[config.mk]
export PLATFORM = sky130hd
export DESIGN_NAME = sssp_top
export DESIGN_NICKNAME = d
export VERILOG_FILES = /design/src/logic/sssp_pkg.sv /design/src/logic/sssp_buffer.sv /design/src/logic/sssp_top.sv
export VERILOG_INCLUDE_DIRS = /design/src /design/src/logic
export SDC_FILE = /design/constraint.sdc
export NUM_CORES = 1
export LEC_CHECK = 0
export ABC_CLOCK_PERIOD_IN_PS = 2500
export BUFFER_PORTS_ARGS = -buffer_cell sky130_fd_sc_hd__clkbuf_2
export CAP_MARGIN = 20
export CORE_MARGIN = 2
export CORE_UTILIZATION = 35
export CTS_BUF_LIST = sky130_fd_sc_hd__clkbuf_4 sky130_fd_sc_hd__clkbuf_8
export DETAILED_ROUTE_END_ITERATION = 12
export SETUP_SLACK_MARGIN = 0.02
export SLEW_MARGIN = 40
export SYNTH_ARGS = -nofsm -noshare
export SYNTH_HDL_FRONTEND = slang
export SYNTH_SLANG_ARGS = --single-unit
[constraint.sdc]
create_clock -name core_clk_in -period 2.5 [get_ports core_clk_in]
set_input_delay 0 -clock core_clk_in [delete_from_list [all_inputs] [get_ports core_clk_in]]
set_output_delay 0 -clock core_clk_in [all_outputs]
set_load 0.02 [all_outputs]
[src/logic/sssp_params.svh]
// constants of the serial streaming register-access port
// Operation
// [RULE_01] msb-first frame opens with direction bit, then 15 address bits high to low
// [RULE_02] msb-first streaming: each data byte moves high bit first, 8 clocks per byte
// [RULE_03] lsb-first streaming: each data byte moves low bit first
// [RULE_04] counting down, bytes land at start, start-1, start-2, start-3
// [RULE_05] counting up, four bytes from 0x02A end at 0x02D
// [RULE_06] master holds chip select low through the whole stream, raises it after last bit
// [RULE_07] every data bit is captured on the serial clock rising edge
// [RULE_08] three-wire mode leaves the output line unused; read data on shared line
// [RULE_09] device changes its output bit after a serial clock falling edge
// [RULE_10] instruction bit 15 is 1 for read, 0 for write; bits 14:0 address
// [RULE_11] counting wraps: past last register to zero, below zero to last register
// [RULE_12] undefined addresses: writes dropped, reads return zeros, transfer continues
// [RULE_13] streaming disabled: one instruction and one data byte per frame
// [RULE_14] three-wire read: master releases shared line after last address bit
`ifndef SSSP_PARAMS_SVH
`define SSSP_PARAMS_SVH
`define SSSP_ADDR_W 15
`define SSSP_DATA_W 8
`define SSSP_CNT_W 4
`define SSSP_INSTR_LAST 4'hF
`define SSSP_BYTE_LAST 4'h7
`define SSSP_RW_BIT 15
`define SSSP_LAST_REG 15'h03FF
`define SSSP_ADDR_ZERO 15'h0000
`define SSSP_ADDR_ONE 15'h0001
`define SSSP_DATA_ZERO 8'h00
`endif

[src/logic/sssp_pkg.sv]
// types of the serial streaming register-access port
`include "sssp_params.svh"
package sssp_pkg;
  typedef logic [`SSSP_ADDR_W-1:0] sssp_addr_t;
  typedef logic [`SSSP_DATA_W-1:0] sssp_data_t;
  typedef enum logic [2:0]
  {
    SSSP_IDLE = 3'h0,
    SSSP_INSTR = 3'h1,
    SSSP_WDATA = 3'h2,
    SSSP_RDATA = 3'h3,
    SSSP_DONE = 3'h4
  } sssp_state_t;
endpackage

[src/logic/sssp_buffer.sv]
// two-entry valid/ready buffer, head entry always at index zero
`timescale 1ns/1ps
module sssp_buffer #(
  parameter int WIDTH = 23
) (
  // clock and reset
  input wire logic core_clk_in,
  input wire logic rst_n_in,
  // fill side
  input wire logic in_valid_in,
  input wire logic [WIDTH-1:0] in_data_in,
  output logic in_ready_out,
  // drain side
  output logic out_valid_out,
  output logic [WIDTH-1:0] out_data_out,
  input wire logic out_ready_in
);
  logic [WIDTH-1:0] mem_ff [2];
  logic [1:0] count_ff;
  logic [1:0] nxt_count;
  logic push;
  logic pop;

  assign push = in_valid_in & in_ready_out;
  assign pop = out_valid_out & out_ready_in;
  assign out_data_out = mem_ff[0];

  always_comb
  begin
    nxt_count = count_ff;
    if (push && !pop)
      nxt_count = count_ff + 2'h1;
    else if (pop && !push)
      nxt_count = count_ff - 2'h1;
  end

  always_ff @(posedge core_clk_in)
  begin
    if (!rst_n_in)
    begin
      count_ff <= 2'h0;
      out_valid_out <= 1'b0;
      in_ready_out <= 1'b1;
    end
    else
    begin
      count_ff <= nxt_count;
      out_valid_out <= (nxt_count != 2'h0);
      // ready drops once both entries hold words, so the source sees the stall
      in_ready_out <= (nxt_count != 2'h2);
    end
  end

  always_ff @(posedge core_clk_in)
  begin
    if (pop)
      mem_ff[0] <= mem_ff[1];
    if (push)
    begin
      if (count_ff == 2'h0 || (count_ff == 2'h1 && pop))
        mem_ff[0] <= in_data_in;
      else
        mem_ff[1] <= in_data_in;
    end
  end
endmodule // sssp_buffer

[src/logic/sssp_top.sv]
// serial streaming register-access slave port, oversampled on the core clock
`timescale 1ns/1ps
`include "sssp_params.svh"
module sssp_top (
  // clock and reset
  input wire logic core_clk_in,
  input wire logic rst_n_in,
  // serial pins from the baseband master
  input wire logic cs_n_in,
  input wire logic sclk_in,
  input wire logic sdio_in,
  output logic sdio_out,
  output logic sdio_oe_n_out,
  output logic sdo_out,
  output logic sdo_oe_n_out,
  // configuration
  input wire logic msb_first_order_in,
  input wire logic address_count_up_in,
  input wire logic streaming_enable_in,
  input wire logic four_wire_select_in,
  // write port toward the register file
  output logic wr_valid_out,
  output sssp_pkg::sssp_addr_t wr_addr_out,
  output sssp_pkg::sssp_data_t wr_data_out,
  input wire logic wr_ready_in,
  output logic wr_overflow_out,
  // read port toward the register file
  output sssp_pkg::sssp_addr_t rd_addr_out,
  output logic rd_strobe_out,
  input wire sssp_pkg::sssp_data_t rd_data_in
);
  import sssp_pkg::*;

  // ************************************************
  // pin synchronisers and edge detection
  // ************************************************
  logic cs_n_s1_ff, cs_n_s2_ff;
  logic sclk_s1_ff, sclk_s2_ff, sclk_s3_ff;
  logic sdio_s1_ff, sdio_s2_ff;
  logic sclk_rise, sclk_fall, frame_on;

  always_ff @(posedge core_clk_in)
  begin
    if (!rst_n_in)
    begin
      cs_n_s1_ff <= 1'b1;
      cs_n_s2_ff <= 1'b1;
      sclk_s1_ff <= 1'b0;
      sclk_s2_ff <= 1'b0;
      sclk_s3_ff <= 1'b0;
      sdio_s1_ff <= 1'b0;
      sdio_s2_ff <= 1'b0;
    end
    else
    begin
      cs_n_s1_ff <= cs_n_in;
      cs_n_s2_ff <= cs_n_s1_ff;
      sclk_s1_ff <= sclk_in;
      sclk_s2_ff <= sclk_s1_ff;
      sclk_s3_ff <= sclk_s2_ff;
      sdio_s1_ff <= sdio_in;
      sdio_s2_ff <= sdio_s1_ff;
    end
  end

  // sdio shares the sclk delay, so it is sampled where the master meant
  assign frame_on = !cs_n_s2_ff;
  assign sclk_rise = frame_on && sclk_s2_ff && !sclk_s3_ff; // [RULE_07]
  assign sclk_fall = frame_on && !sclk_s2_ff && sclk_s3_ff; // [RULE_09]

  // ************************************************
  // frame sequencing
  // ************************************************
  sssp_state_t state_ff;
  logic [`SSSP_CNT_W-1:0] cnt_ff;
  logic [15:0] instr_ff;
  logic [15:0] nxt_instr;
  sssp_data_t wbyte_ff;
  sssp_data_t nxt_wbyte;
  sssp_addr_t addr_ff;
  sssp_addr_t nxt_addr_step;
  logic addr_defined;
  logic push_valid, push_ready;

  // both orders leave the direction bit at 15 and address bit 0 at 0
  assign nxt_instr = msb_first_order_in ? {instr_ff[14:0], sdio_s2_ff} // [RULE_01]
                                        : {sdio_s2_ff, instr_ff[15:1]};
  assign nxt_wbyte = msb_first_order_in ? {wbyte_ff[6:0], sdio_s2_ff} // [RULE_02]
                                        : {sdio_s2_ff, wbyte_ff[7:1]}; // [RULE_03]
  assign addr_defined = (addr_ff <= `SSSP_LAST_REG);

  always_comb
  begin
    nxt_addr_step = addr_ff;
    if (address_count_up_in)
      nxt_addr_step = (addr_ff >= `SSSP_LAST_REG) ? `SSSP_ADDR_ZERO : addr_ff + `SSSP_ADDR_ONE; // [RULE_05] [RULE_11]
    else
      nxt_addr_step = (addr_ff == `SSSP_ADDR_ZERO) ? `SSSP_LAST_REG : addr_ff - `SSSP_ADDR_ONE; // [RULE_04] [RULE_11]
  end

  always_ff @(posedge core_clk_in)
  begin
    if (!rst_n_in)
    begin
      state_ff <= SSSP_IDLE;
      cnt_ff <= 4'h0;
      instr_ff <= 16'h0000;
      wbyte_ff <= `SSSP_DATA_ZERO;
      addr_ff <= `SSSP_ADDR_ZERO;
    end
    else if (!frame_on)
    begin
      // raising chip select ends the frame wherever it stands
      state_ff <= SSSP_IDLE; // [RULE_06]
      cnt_ff <= 4'h0;
    end
    else
    begin
      case (state_ff)
        SSSP_IDLE:
        begin
          state_ff <= SSSP_INSTR;
          cnt_ff <= 4'h0;
        end
        SSSP_INSTR:
          if (sclk_rise)
          begin
            instr_ff <= nxt_instr;
            cnt_ff <= cnt_ff + 4'h1;
            if (cnt_ff == `SSSP_INSTR_LAST)
            begin
              cnt_ff <= 4'h0;
              addr_ff <= nxt_instr[`SSSP_ADDR_W-1:0]; // [RULE_10]
              state_ff <= nxt_instr[`SSSP_RW_BIT] ? SSSP_RDATA : SSSP_WDATA; // [RULE_10]
            end
          end
        SSSP_WDATA, SSSP_RDATA:
          if (sclk_rise)
          begin
            wbyte_ff <= nxt_wbyte;
            cnt_ff <= cnt_ff + 4'h1;
            if (cnt_ff == `SSSP_BYTE_LAST)
            begin
              cnt_ff <= 4'h0;
              if (streaming_enable_in)
                addr_ff <= nxt_addr_step;
              else
                state_ff <= SSSP_DONE; // [RULE_13]
            end
          end
        SSSP_DONE:
          state_ff <= SSSP_DONE; // [RULE_13]
        default:
          state_ff <= SSSP_IDLE;
      endcase
    end
  end

  // ************************************************
  // write path through the two-entry buffer
  // ************************************************
  // undefined addresses are never pushed, so their bits are lost
  assign push_valid = (state_ff == SSSP_WDATA) && sclk_rise && (cnt_ff == `SSSP_BYTE_LAST)
                      && addr_defined; // [RULE_12]

  // the master cannot be stalled; a word that finds the buffer full is flagged
  always_ff @(posedge core_clk_in)
  begin
    if (!rst_n_in)
      wr_overflow_out <= 1'b0;
    else if (push_valid && !push_ready)
      wr_overflow_out <= 1'b1;
    else if (state_ff == SSSP_IDLE && frame_on)
      wr_overflow_out <= 1'b0;
  end

  sssp_buffer #(
    .WIDTH(`SSSP_ADDR_W + `SSSP_DATA_W)
  ) u_wr_buffer (
    .core_clk_in(core_clk_in),
    .rst_n_in(rst_n_in),
    .in_valid_in(push_valid),
    .in_data_in({addr_ff, nxt_wbyte}),
    .in_ready_out(push_ready),
    .out_valid_out(wr_valid_out),
    .out_data_out({wr_addr_out, wr_data_out}),
    .out_ready_in(wr_ready_in)
  );

  // ************************************************
  // read path and pin drive
  // ************************************************
  sssp_data_t tx_ff;
  logic drive_bit_ff;
  logic drive_en_ff;
  logic load_byte;
  sssp_data_t load_val;

  assign load_byte = (state_ff == SSSP_RDATA) && sclk_fall && (cnt_ff == 4'h0);
  assign load_val = addr_defined ? rd_data_in : `SSSP_DATA_ZERO; // [RULE_12]

  always_ff @(posedge core_clk_in)
  begin
    if (!rst_n_in)
    begin
      tx_ff <= `SSSP_DATA_ZERO;
      drive_bit_ff <= 1'b0;
      drive_en_ff <= 1'b0;
      rd_strobe_out <= 1'b0;
      rd_addr_out <= `SSSP_ADDR_ZERO;
    end
    else
    begin
      rd_strobe_out <= load_byte;
      rd_addr_out <= addr_ff;
      if (!frame_on)
        drive_en_ff <= 1'b0;
      else if (load_byte)
      begin
        tx_ff <= load_val;
        drive_bit_ff <= msb_first_order_in ? load_val[7] : load_val[0]; // [RULE_09]
        drive_en_ff <= 1'b1;
      end
      else if (sclk_fall && state_ff == SSSP_RDATA)
      begin
        tx_ff <= msb_first_order_in ? {tx_ff[6:0], 1'b0} : {1'b0, tx_ff[7:1]};
        drive_bit_ff <= msb_first_order_in ? tx_ff[6] : tx_ff[1]; // [RULE_02] [RULE_03] [RULE_09]
      end
      else if (sclk_fall && state_ff == SSSP_DONE)
        drive_en_ff <= 1'b0;
    end
  end

  // rd_addr_out lags addr_ff one cycle; the register file answers combinationally
  always_ff @(posedge core_clk_in)
  begin
    if (!rst_n_in)
    begin
      sdio_out <= 1'b0;
      sdio_oe_n_out <= 1'b1;
      sdo_out <= 1'b0;
      sdo_oe_n_out <= 1'b1;
    end
    else
    begin
      sdio_out <= drive_bit_ff;
      sdo_out <= drive_bit_ff;
      sdio_oe_n_out <= !(drive_en_ff && !four_wire_select_in); // [RULE_08] [RULE_14]
      sdo_oe_n_out <= !(drive_en_ff && four_wire_select_in); // [RULE_08]
    end
  end
endmodule // sssp_top

==> metrics.yaml, run 1 <==
status: "completed"
synth-seq-cells: 133
cp-end-kind: "flop"
antenna_left: 0
core_sq_um: 18000
post_cts_buffers: 0
dpl.hpwl_um: 11200
min_period_over_period_pct: 92.7
chipHeight_um: 140
preCtsSetupSlack_ns: -0.0280
setup_viol: 0
clock-sinks: 133
final_cell_mix: "dfxtp_1, nor2_1, clkbuf_2"
yosysWarnings: 0
gr-total-overflow: 0
worstSetupStartpointType: "flop"
worstPathRequired_ns: 2.70
fin_total_pwr_mw: 4.45
dieArea_sq_um: 19500
yosysSeqAreaShare_pct: 48.5
fin_ws_ns: 0.183
syn_nets: 673
antenna_found_initial: 0
hold_path.class: "in2reg"
cts-htree-levels: 4
clk_pin_slew_ns: 0.07
place.gp.congestion: 0.869
start_util_pct: 35.7
cts_buffers: 17
io_buffers: 62
routed_wl_um: 15700
die_w_um: 140
wl_met3_um: 754
io-pin-count: 63
syn_avg_cell_area_sq_um: 9.94
synth_cell_type_count: 71
drive_gt1_share_pct: 25.8
syn_inst: 648
std_cell_rows: 49
final-hold-violation-count: 0
syn_area_sq_um: 6440
num_vias: 5046
detailroute.wirelength.met2_um: 7430
max_cap_violations: 0
drt-pass1-iter-count: 5
tightest_slew_ns: 0.604
slowest_stage: "dfxtp_1"
drv_slew: 0
grt_max_degree: 41
synth-edff-count: 46
clock_path_buffers: 2
drtIter0Drc: 411
grt_pass1_vias: 4845
routed.top_layer: "met4"
drc: 0
arrival_ns: 2.52
final_common_cell: "dfxtp_1"
crit_chain: "ha_2 > nor4bb_4 > nand3_1 > nor3_1 > and3_1 > buf_8 > mux2_2"
synthFlopType: "dfxtp_1"
viasPerCell: 5.29
clock_latency_ns: 0.45
diodes: 0
areaGrowthSynthToFinish_pct: 17.0
crit_fanout: 23
cts_tree: "done"
slew_headroom_pct: 59.4
cts_root_buf: "clkbuf_8"
criticalPathCategory: "reg2reg"
seqCellArea_sq_um: 3120
async_flop_share_pct: 0
finClkSkew_ns: 0.0126
wl_met1_um: 7210
fin_crit_ns: 2.32
wl_per_cell_um: 16.5
grt_pass1_wl_um: 25100
p_per_area_nw_per_um2: 591
nFillCells: 1783
power_leakage_nw: 2.88
ir_drop_uv: 320
grt_usage_pct: 16.2
finalNetCount: 737
rsz0062_at_grt: "no"
slowest_delay_ns: 0.40
max_freq_ghz: 0.432
multi_input_area_sq_um: 2880
## routing by layer
metal | global-route usage [%] | vias to the layer above
met5 | 0 | -
met4 | 7.11 | 0
met3 | 3.61 | 22
met2 | 25.5 | 151
met1 | 21.5 | 2395
li1 | - | 2478
## path summary, 6_finish.rpt
path / start / to / slack (ns) / cells past startpoint
max: cnt_ff[0]$_SDFFE_PP0P_ / u_wr_buffer.mem_ff[0][9]$_DFFE_PP_ / 0.18 / 7
min: wr_ready_in / u_wr_buffer.in_ready_out$_SDFF_PN1_ / 0.09 / 4
max reg2reg: cnt_ff[0]$_SDFFE_PP0P_ / u_wr_buffer.mem_ff[0][9]$_DFFE_PP_ / 0.18 / 7
min reg2reg: cs_n_s1_ff$_SDFF_PN1_ / cs_n_s2_ff$_SDFF_PN1_ / 0.42 / 1
## Yosys cell counts, types with 5 or more instances
library cell	count	area (sq um)
o31ai_1	10	75.1
nor3_1	15	75.1
buf_2	15	75.1
nand4_1	7	43.8
and3_1	8	50.1
nand2_1	30	113
a21oi_1	37	185
ha_1	7	87.6
buf_1	5	18.8
nor2_1	67	251
edfxtp_1	46	1380
nand3_1	14	70.1
nand2b_1	5	31.3
a31oi_1	5	31.3
o21ai_0	31	155
buf_4	24	180
mux2_2	32	360
inv_1	18	67.6
mux2i_1	29	290
nor4_1	8	50.1
and2_1	16	100
nor2b_1	7	43.8
a211oi_1	16	120
dfxtp_1	87	1740
clkbuf_1	26	97.6
## final cells by class
type	instances	area share, %
Clock buffer	20	3.49
Clock inverter	12	1.73
Inverter	18	0.897
Multi-Input combinational cell	424	38.2
Sequential cell	133	41.5
Tap cell	229	3.80
Timing Repair Buffer	118	10.4
## sequential cells by signal, indices dropped and copies added, names as in the netlist, 2 cells and up
name                  count
u_wr_buffer.mem_ff       46
instr_ff                 16
addr_ff                  15
rd_addr_out              15
tx_ff                     8
wbyte_ff                  8
cnt_ff                    4
state_ff                  3
u_wr_buffer.count_ff      2
## power by group
group / internal, mW / switching, mW
combinational: 0.143 / 0.207
clock: 0.933 / 0.856
sequential: 2.28 / 0.0285
## cell families (layout without fill, tap and decap cells)
group                      count (synthesis)  after routing  synth area share, %
and+or+nand+nor                          209            209                 17.5
AOI/OAI and AO/OA                        144            144                 14.7
DFF                                      133            133                 48.5
buffers and inverters                     91            168                 7.15
muxes                                     61             61                 10.1
adders and majority gates                  7              7                 1.36
xor gates and xnor gates                   3              3                0.680
## per-stage QoR
step                      util [%]  instances  hold slack [ns]  TNS (ns)  area (sq um)
after global placement        38.7        908            0.181         0          6970
after CTS                     41.7        954           0.0654         0          7510
after floorplan                  -        648           0.0847         0          6440
after detailed placement      38.7        908            0.184    -0.221          6970
after global routing          41.8        954           0.0878         0          7530
final                         41.8        954           0.0899         0          7530
## worst max-delay path, delay by kind of cell, from the launching register on
kind,cells,cell delay (ns)
simple gates,4,0.84
mux,1,0.36
flops,1,0.40
fa+ha+maj,1,0.25
buf+inv,1,0.21
## what timing repair did
action | in CTS | in global routing
endpoints found under the hold margin | 15 | 0
gates resized for setup | 1 | 5
endpoints found under the setup margin | 18 | 41
hold buffers | 14 | 0
Note: power is estimated with default switching activity, not from simulation.
==> run 2: changes to the inputs <==
--- a/config.mk
+++ b/config.mk
@@ -6,7 +6,6 @@
 export SDC_FILE = /design/constraint.sdc
 export NUM_CORES = 1
 export LEC_CHECK = 0
-export ABC_CLOCK_PERIOD_IN_PS = 2500
 export BUFFER_PORTS_ARGS = -buffer_cell sky130_fd_sc_hd__clkbuf_2
 export CAP_MARGIN = 20
 export CORE_MARGIN = 2
@@ -17,4 +16,5 @@
 export SLEW_MARGIN = 40
 export SYNTH_ARGS = -nofsm -noshare
 export SYNTH_HDL_FRONTEND = slang
+export SYNTH_HIERARCHICAL = 1
 export SYNTH_SLANG_ARGS = --single-unit
==> metrics.yaml, run 2 <==
std_cell_rows: 49  # unchanged
cts_tree: "done"  # unchanged
yosysTopAreaCell: "dfxtp_1"  # unchanged
routed_wl_um: 15000  # was 15700 um
syn_nets: 643  # was 673
gr-total-overflow: 0  # unchanged
clock-sinks: 133  # unchanged
synth_common_cells: "dfxtp_1, nor2_1, edfxtp_1"  # unchanged
wl_per_cell_um: 16.2  # was 16.5 um
cts_root_buf: "clkbuf_8"  # unchanged
synth_top_area_share_pct: 26.9  # was 27.1%
syn_inst: 618  # was 648
setup_tns_ns: 0  # unchanged
regMostFlops: "u_wr_buffer/mem_ff"  # was u_wr_buffer.mem_ff
preCtsSetupSlack_ns: -0.0255  # was -0.0280 ns
crit_fanout: 25  # was 23
ir_drop_uv: 314  # was 320 uV
p_per_area_nw_per_um2: 583  # was 591 nW/um^2
netlist_top_cells_area: "dfxtp_1, edfxtp_1, mux2i_1"  # was dfxtp_1, edfxtp_1, mux2_2
cts-htree-levels: 4  # unchanged
cp-end-kind: "flop"  # unchanged
synth-seq-cells: 133  # unchanged
antenna_found_initial: 0  # unchanged
viasPerCell: 5.38  # was 5.29
setup_viol: 0  # unchanged
antenna_left: 0  # unchanged
worstPathRequired_ns: 2.70  # about the same
synth_cell_type_count: 76  # was 71
drc: 2  # was 0
final-hold-violation-count: 0  # unchanged
grt_pass1_wl_um: 24600  # was 25100 um
start_util_pct: 35.8  # was 35.7%
syn_avg_cell_area_sq_um: 10.5  # was 9.94 sq um
drt-pass1-iter-count: 9  # was 5
arrival_ns: 2.69  # was 2.52 ns
io_buffers: 62  # unchanged
clk_pin_slew_ns: 0.08  # was 0.07 ns
core_sq_um: 18100  # was 18000 sq um
synth-edff-count: 46  # unchanged
die_w_um: 140  # about the same
areaGrowthSynthToFinish_pct: 15.5  # was 17.0%
grt_max_degree: 36  # was 41
max_freq_ghz: 0.403  # was 0.432 GHz
io-pin-count: 63  # unchanged
drv_slew: 0  # unchanged
fin_ws_ns: 0.0164  # was 0.183 ns
async_flop_share_pct: 0  # unchanged
criticalPathCategory: "reg2reg"  # unchanged
violations: "DRC"
final_cell_mix: "dfxtp_1, clkbuf_2, nor2_1"  # was dfxtp_1, nor2_1, clkbuf_2
synthFlopType: "dfxtp_1"  # unchanged
yosysSeqAreaShare_pct: 48.2  # was 48.5%
fin_total_pwr_mw: 4.36  # was 4.45 mW
worstSetupStartpointType: "flop"  # unchanged
grt_pass1_vias: 4829  # was 4845
slew_headroom_pct: 50.2  # was 59.4%
finalNetCount: 709  # was 737
status: "finished with violations"  # was completed
cts_buffers: 17  # unchanged
min_period_over_period_pct: 99.3  # was 92.7%
dpl.hpwl_um: 10500  # was 11200 um
rsz0062_at_grt: "yes"  # was no
final_common_cell: "dfxtp_1"  # unchanged
fin_crit_ns: 2.48  # was 2.32 ns
syn_area_sq_um: 6480  # was 6440 sq um
clock_latency_ns: 0.44  # was 0.45 ns
largest_register_ffs: 46  # unchanged
place.gp.congestion: 0.893  # was 0.869
drive_gt1_share_pct: 26.7  # was 25.8%
top_regs: "u_wr_buffer/mem_ff (46), instr_ff (16)"  # was u_wr_buffer.mem_ff (46), instr_ff (16)
tightest_slew_ns: 0.747  # was 0.604 ns
num_vias: 4985  # was 5046
synth.most_common_cell: "dfxtp_1"  # unchanged
max_cap_violations: 0  # unchanged
dieArea_sq_um: 19600  # was 19500 sq um
chipHeight_um: 140  # about the same
yosysWarnings: 6  # was 0
drtIter0Drc: 370  # was 411
power_leakage_nw: 2.77  # was 2.88 nW
grt_usage_pct: 15.6  # was 16.2%
hold_path.class: "in2reg"  # unchanged
finClkSkew_ns: 0.00987  # was 0.0126 ns
clock_path_buffers: 2  # unchanged
diodes: 0  # unchanged
[run 2: changes by cell type after synthesis, sizes merged, moves of 6 or more]
| cell | change |
|---|---|
| nand3 | +13 |
| o31ai | -9 |
| o211ai | +8 |
| a22o | +9 |
| nor2 | -10 |
| nand2 | -8 |
| or3 | +6 |
| a21oi | -9 |
| o21ai | -16 |
| clkbuf | -12 |
[run 2: kinds of logic (layout without fill, tap and decap cells)]
logic type               Yosys count  count (layout)  share of synthesized area [%]
multiplexers                      66              66                           11.9
adder cells (fa/ha/maj)            7               7                           1.35
XOR/XNOR                           2               2                          0.270
flip-flops                       133             133                           48.2
buffers and inverters             84             162                           7.80
AO/OA/AOI/OAI                    134             135                           14.8
AND/OR/NAND/NOR                  192             192                           15.7
[run 2: worst max-delay path, cell delays in order (launching register included)]
cell	delay (ns)
dfxtp_2	0.33
or4_4	0.56
nor2_4	0.11
o41a_1	0.22
and3_4	0.23
nand2_4	0.07
nor2b_4	0.14
buf_12	0.21
mux2_2	0.35
[run 2: repair_timing]
action	4_1_cts	5_1_grt
hold buffers	13	0
endpoints found under the setup margin	25	37
buffers inserted	0	0
endpoints found under the hold margin	16	0
resized for setup	1	2
gates cloned	1	0
[run 2: path summary, 6_finish.rpt]
check / to / depth (start not counted) / slack [ns] / start
hold reg to reg: cs_n_s2_ff$_SDFF_PN1_ / 1 / 0.41 / cs_n_s1_ff$_SDFF_PN1_
setup reg to reg: u_wr_buffer/mem_ff[0][22]$_DFFE_PP_ / 8 / 0.02 / addr_ff[11]$_SDFFE_PN0P_
hold / removal: cs_n_s2_ff$_SDFF_PN1_ / 3 / 0.04 / rst_n_in
setup / recovery: u_wr_buffer/mem_ff[0][22]$_DFFE_PP_ / 8 / 0.02 / addr_ff[11]$_SDFFE_PN0P_
[run 2: power by group]
group	internal, mW	total (mW)	switching, mW
Sequential	2.28	2.32	0.0393
Combinational	0.155	0.365	0.210
Clock	0.818	1.68	0.857
[run 2: layer usage]
metal	wire length, um	global-route usage, %	part of all wire [%]
met5	0	0	0
met2	7170	26.3	48
met3	802	3.21	5.3
met4	257	6.06	1.7
met1	6790	19.8	45
[run 2: layout make-up]
class	count	area (sq um)
fillers	1708	10600
flip-flops and latches	133	3130
multi-input cells	402	2900
repair buffers	112	743
well taps	229	287
clock buffers	20	256
clock inverters	12	106
inverters	18	67.6
[run 2: metrics by stage]
step / cells / util, % / hold WS (ns) / instance area (sq um)
2_1_floorplan: 618 / - / 0.0847 / 6520
3_3_place_gp: 880 / 38.6 / 0.185 / 6980
3_5_place_dp: 880 / 38.6 / 0.191 / 6980
4_1_cts: 926 / 41.4 / 0.0215 / 7490
5_1_grt: 926 / 41.4 / 0.0315 / 7490
6_report: 926 / 41.4 / 0.0380 / 7490
==> run 3: changes to the inputs <==
--- a/config.mk
+++ b/config.mk
@@ -12,6 +12,7 @@
 export CORE_UTILIZATION = 35
 export CTS_BUF_LIST = sky130_fd_sc_hd__clkbuf_4 sky130_fd_sc_hd__clkbuf_8
 export DETAILED_ROUTE_END_ITERATION = 12
+export HOLD_SLACK_MARGIN = 0.12
 export SETUP_SLACK_MARGIN = 0.02
 export SLEW_MARGIN = 40
 export SYNTH_ARGS = -nofsm -noshare
==> constraint.sdc (replaced) <==
create_clock -name core_clk_in -period 2.9 [get_ports core_clk_in]
set_input_delay 0.58 -clock core_clk_in [delete_from_list [all_inputs] [get_ports core_clk_in]]
set_output_delay 0.58 -clock core_clk_in [all_outputs]
set_load 0.02 [all_outputs]
==> metrics.yaml, run 3 (synthesis gave the netlist of run 2 again) <==
finalNetCount: 684  # was 709
multi_input_area_sq_um: 2860  # was 2900 sq um
clock_path_buffers: 2  # unchanged
diodes: 0  # unchanged
num_vias: 4854  # was 4985
drc: 3  # was 2
p_per_area_nw_per_um2: 532  # was 583 nW/um^2
grt_usage_pct: 15.1  # was 15.6%
grt_pass1_wl_um: 23900  # was 24600 um
violations: "DRC"  # unchanged
holdBufCountCts: 0  # was 13
drv_slew: 0  # unchanged
grt_max_degree: 34  # was 36
gr-total-overflow: 0  # unchanged
antenna_left: 0  # unchanged
chipHeight_um: 140  # unchanged
arrival_ns: 2.80  # was 2.69 ns
finClkSkew_ns: 0.00859  # was 0.00987 ns
wl_per_cell_um: 16.2  # about the same
start_util_pct: 35.8  # unchanged
setup_tns_ns: 0  # unchanged
regMostFlops: "u_wr_buffer/mem_ff"  # unchanged
largest_register_ffs: 46  # unchanged
drtIter0Drc: 337  # was 370
std_cell_rows: 49  # unchanged
final_common_cell: "dfxtp_1"  # unchanged
setup_viol: 0  # unchanged
max_cap_violations: 0  # unchanged
status: "finished with violations"  # unchanged
post_cts_buffers: 0  # unchanged
drt-pass1-iter-count: 11  # was 9
drive_gt1_share_pct: 25.1  # was 26.7%
fin_util_pct: 40.2  # was 41.4%
cts-htree-levels: 4  # unchanged
final_cell_mix: "dfxtp_1, clkbuf_2, nor2_1"  # unchanged
grt_pass1_vias: 4735  # was 4829
nFillCells: 1714  # was 1708
antenna_found_initial: 0  # unchanged
seqCellArea_sq_um: 3120  # was 3130 sq um
clk_pin_slew_ns: 0.08  # about the same
criticalPathCategory: "reg2reg"  # unchanged
rsz0062_at_grt: "no"  # was yes
min_period_over_period_pct: 91.3  # was 99.3%
cts_root_buf: "clkbuf_8"  # unchanged
cts_resized: 0  # was 1
worstSetupStartpointType: "flop"  # unchanged
viasPerCell: 5.39  # was 5.38
clock_latency_ns: 0.44  # about the same
routed_wl_um: 14600  # was 15000 um
dpl.hpwl_um: 10300  # was 10500 um
areaGrowthSynthToFinish_pct: 12.3  # was 15.5%
cts_tree: "done"  # unchanged
top_regs: "u_wr_buffer/mem_ff (46), instr_ff (16)"  # unchanged
max_freq_ghz: 0.378  # was 0.403 GHz
cts_buffers: 17  # unchanged
place.gp.congestion: 0.978  # was 0.893
crit_fanout: 24  # was 25
power_leakage_nw: 2.67  # was 2.77 nW
final-hold-violation-count: 0  # unchanged
worstPathRequired_ns: 3.05  # was 2.70 ns
io_buffers: 62  # unchanged
die_w_um: 140  # unchanged
slew_headroom_pct: 50.7  # was 50.2%
core_sq_um: 18100  # unchanged
ir_drop_uv: 247  # was 314 uV
io-pin-count: 63  # unchanged
fin_crit_ns: 2.65  # was 2.48 ns
dieArea_sq_um: 19600  # unchanged
clock-sinks: 133  # unchanged
hold_path.class: "in2reg"  # unchanged
cp-end-kind: "flop"  # unchanged
tightest_slew_ns: 0.740  # was 0.747 ns
## run 3: area by class of cell
type	count	share of cell area, %
timing repair buffer	88	7.46
sequential	133	42.9
tap	229	3.94
clock inverter	15	2.32
clock buffer	17	3.21
multi-input combinational	401	39.2
inverter	18	0.928
## run 3: where the power goes
part           total (mW)  switching (mW)  internal (mW)  leakage, nW
Sequential           1.99          0.0268           1.97         1.10
Clock                1.58           0.793          0.788        0.203
Combinational       0.299           0.174          0.125         1.37
Total                3.87           0.993           2.88         2.67
## run 3: final timing paths
check                                start                             endpoint  slack (ns)  cells past startpoint
setup / recovery  addr_ff[11]$_SDFFE_PN0P_  u_wr_buffer/mem_ff[0][11]$_DFFE_PP_        0.25                      9
hold / removal                     cs_n_in                cs_n_s1_ff$_SDFF_PN1_        0.32                      2
setup reg to reg  addr_ff[11]$_SDFFE_PN0P_  u_wr_buffer/mem_ff[0][11]$_DFFE_PP_        0.25                      9
hold reg to reg      cs_n_s1_ff$_SDFF_PN1_                cs_n_s2_ff$_SDFF_PN1_        0.41                      1
## run 3: worst max-delay path, cell delays in order, from the launching register on
cell	delay, ns
dfxtp_1	0.38
or4_4	0.55
nor2_1	0.16
o41a_1	0.22
and3_1	0.22
nand2_1	0.14
nor2b_4	0.15
buf_12	0.21
a21o_2	0.14
buf_12	0.17
## run 3: metal layers
metal	GRT usage, %	vias to the layer above	share of wire [%]
li1	-	2361	-
met5	0	-	0
met4	5.26	0	1.7
met3	4.21	21	6.5
met1	19.7	2291	46
met2	24.0	181	46
## run 3: stage by stage
stage	total power, mW	hold slack, ns	cells	cell area, sq um	worst slack [ns]
after floorplan	2.26	0.381	618	6480	0.0681
after global placement	2.32	0.409	869	6880	0.287
after detailed placement	2.34	0.393	869	6880	0.240
after CTS	3.92	0.297	901	7280	0.225
after global routing	4.03	0.300	901	7280	0.0777
final	3.87	0.321	901	7280	0.253
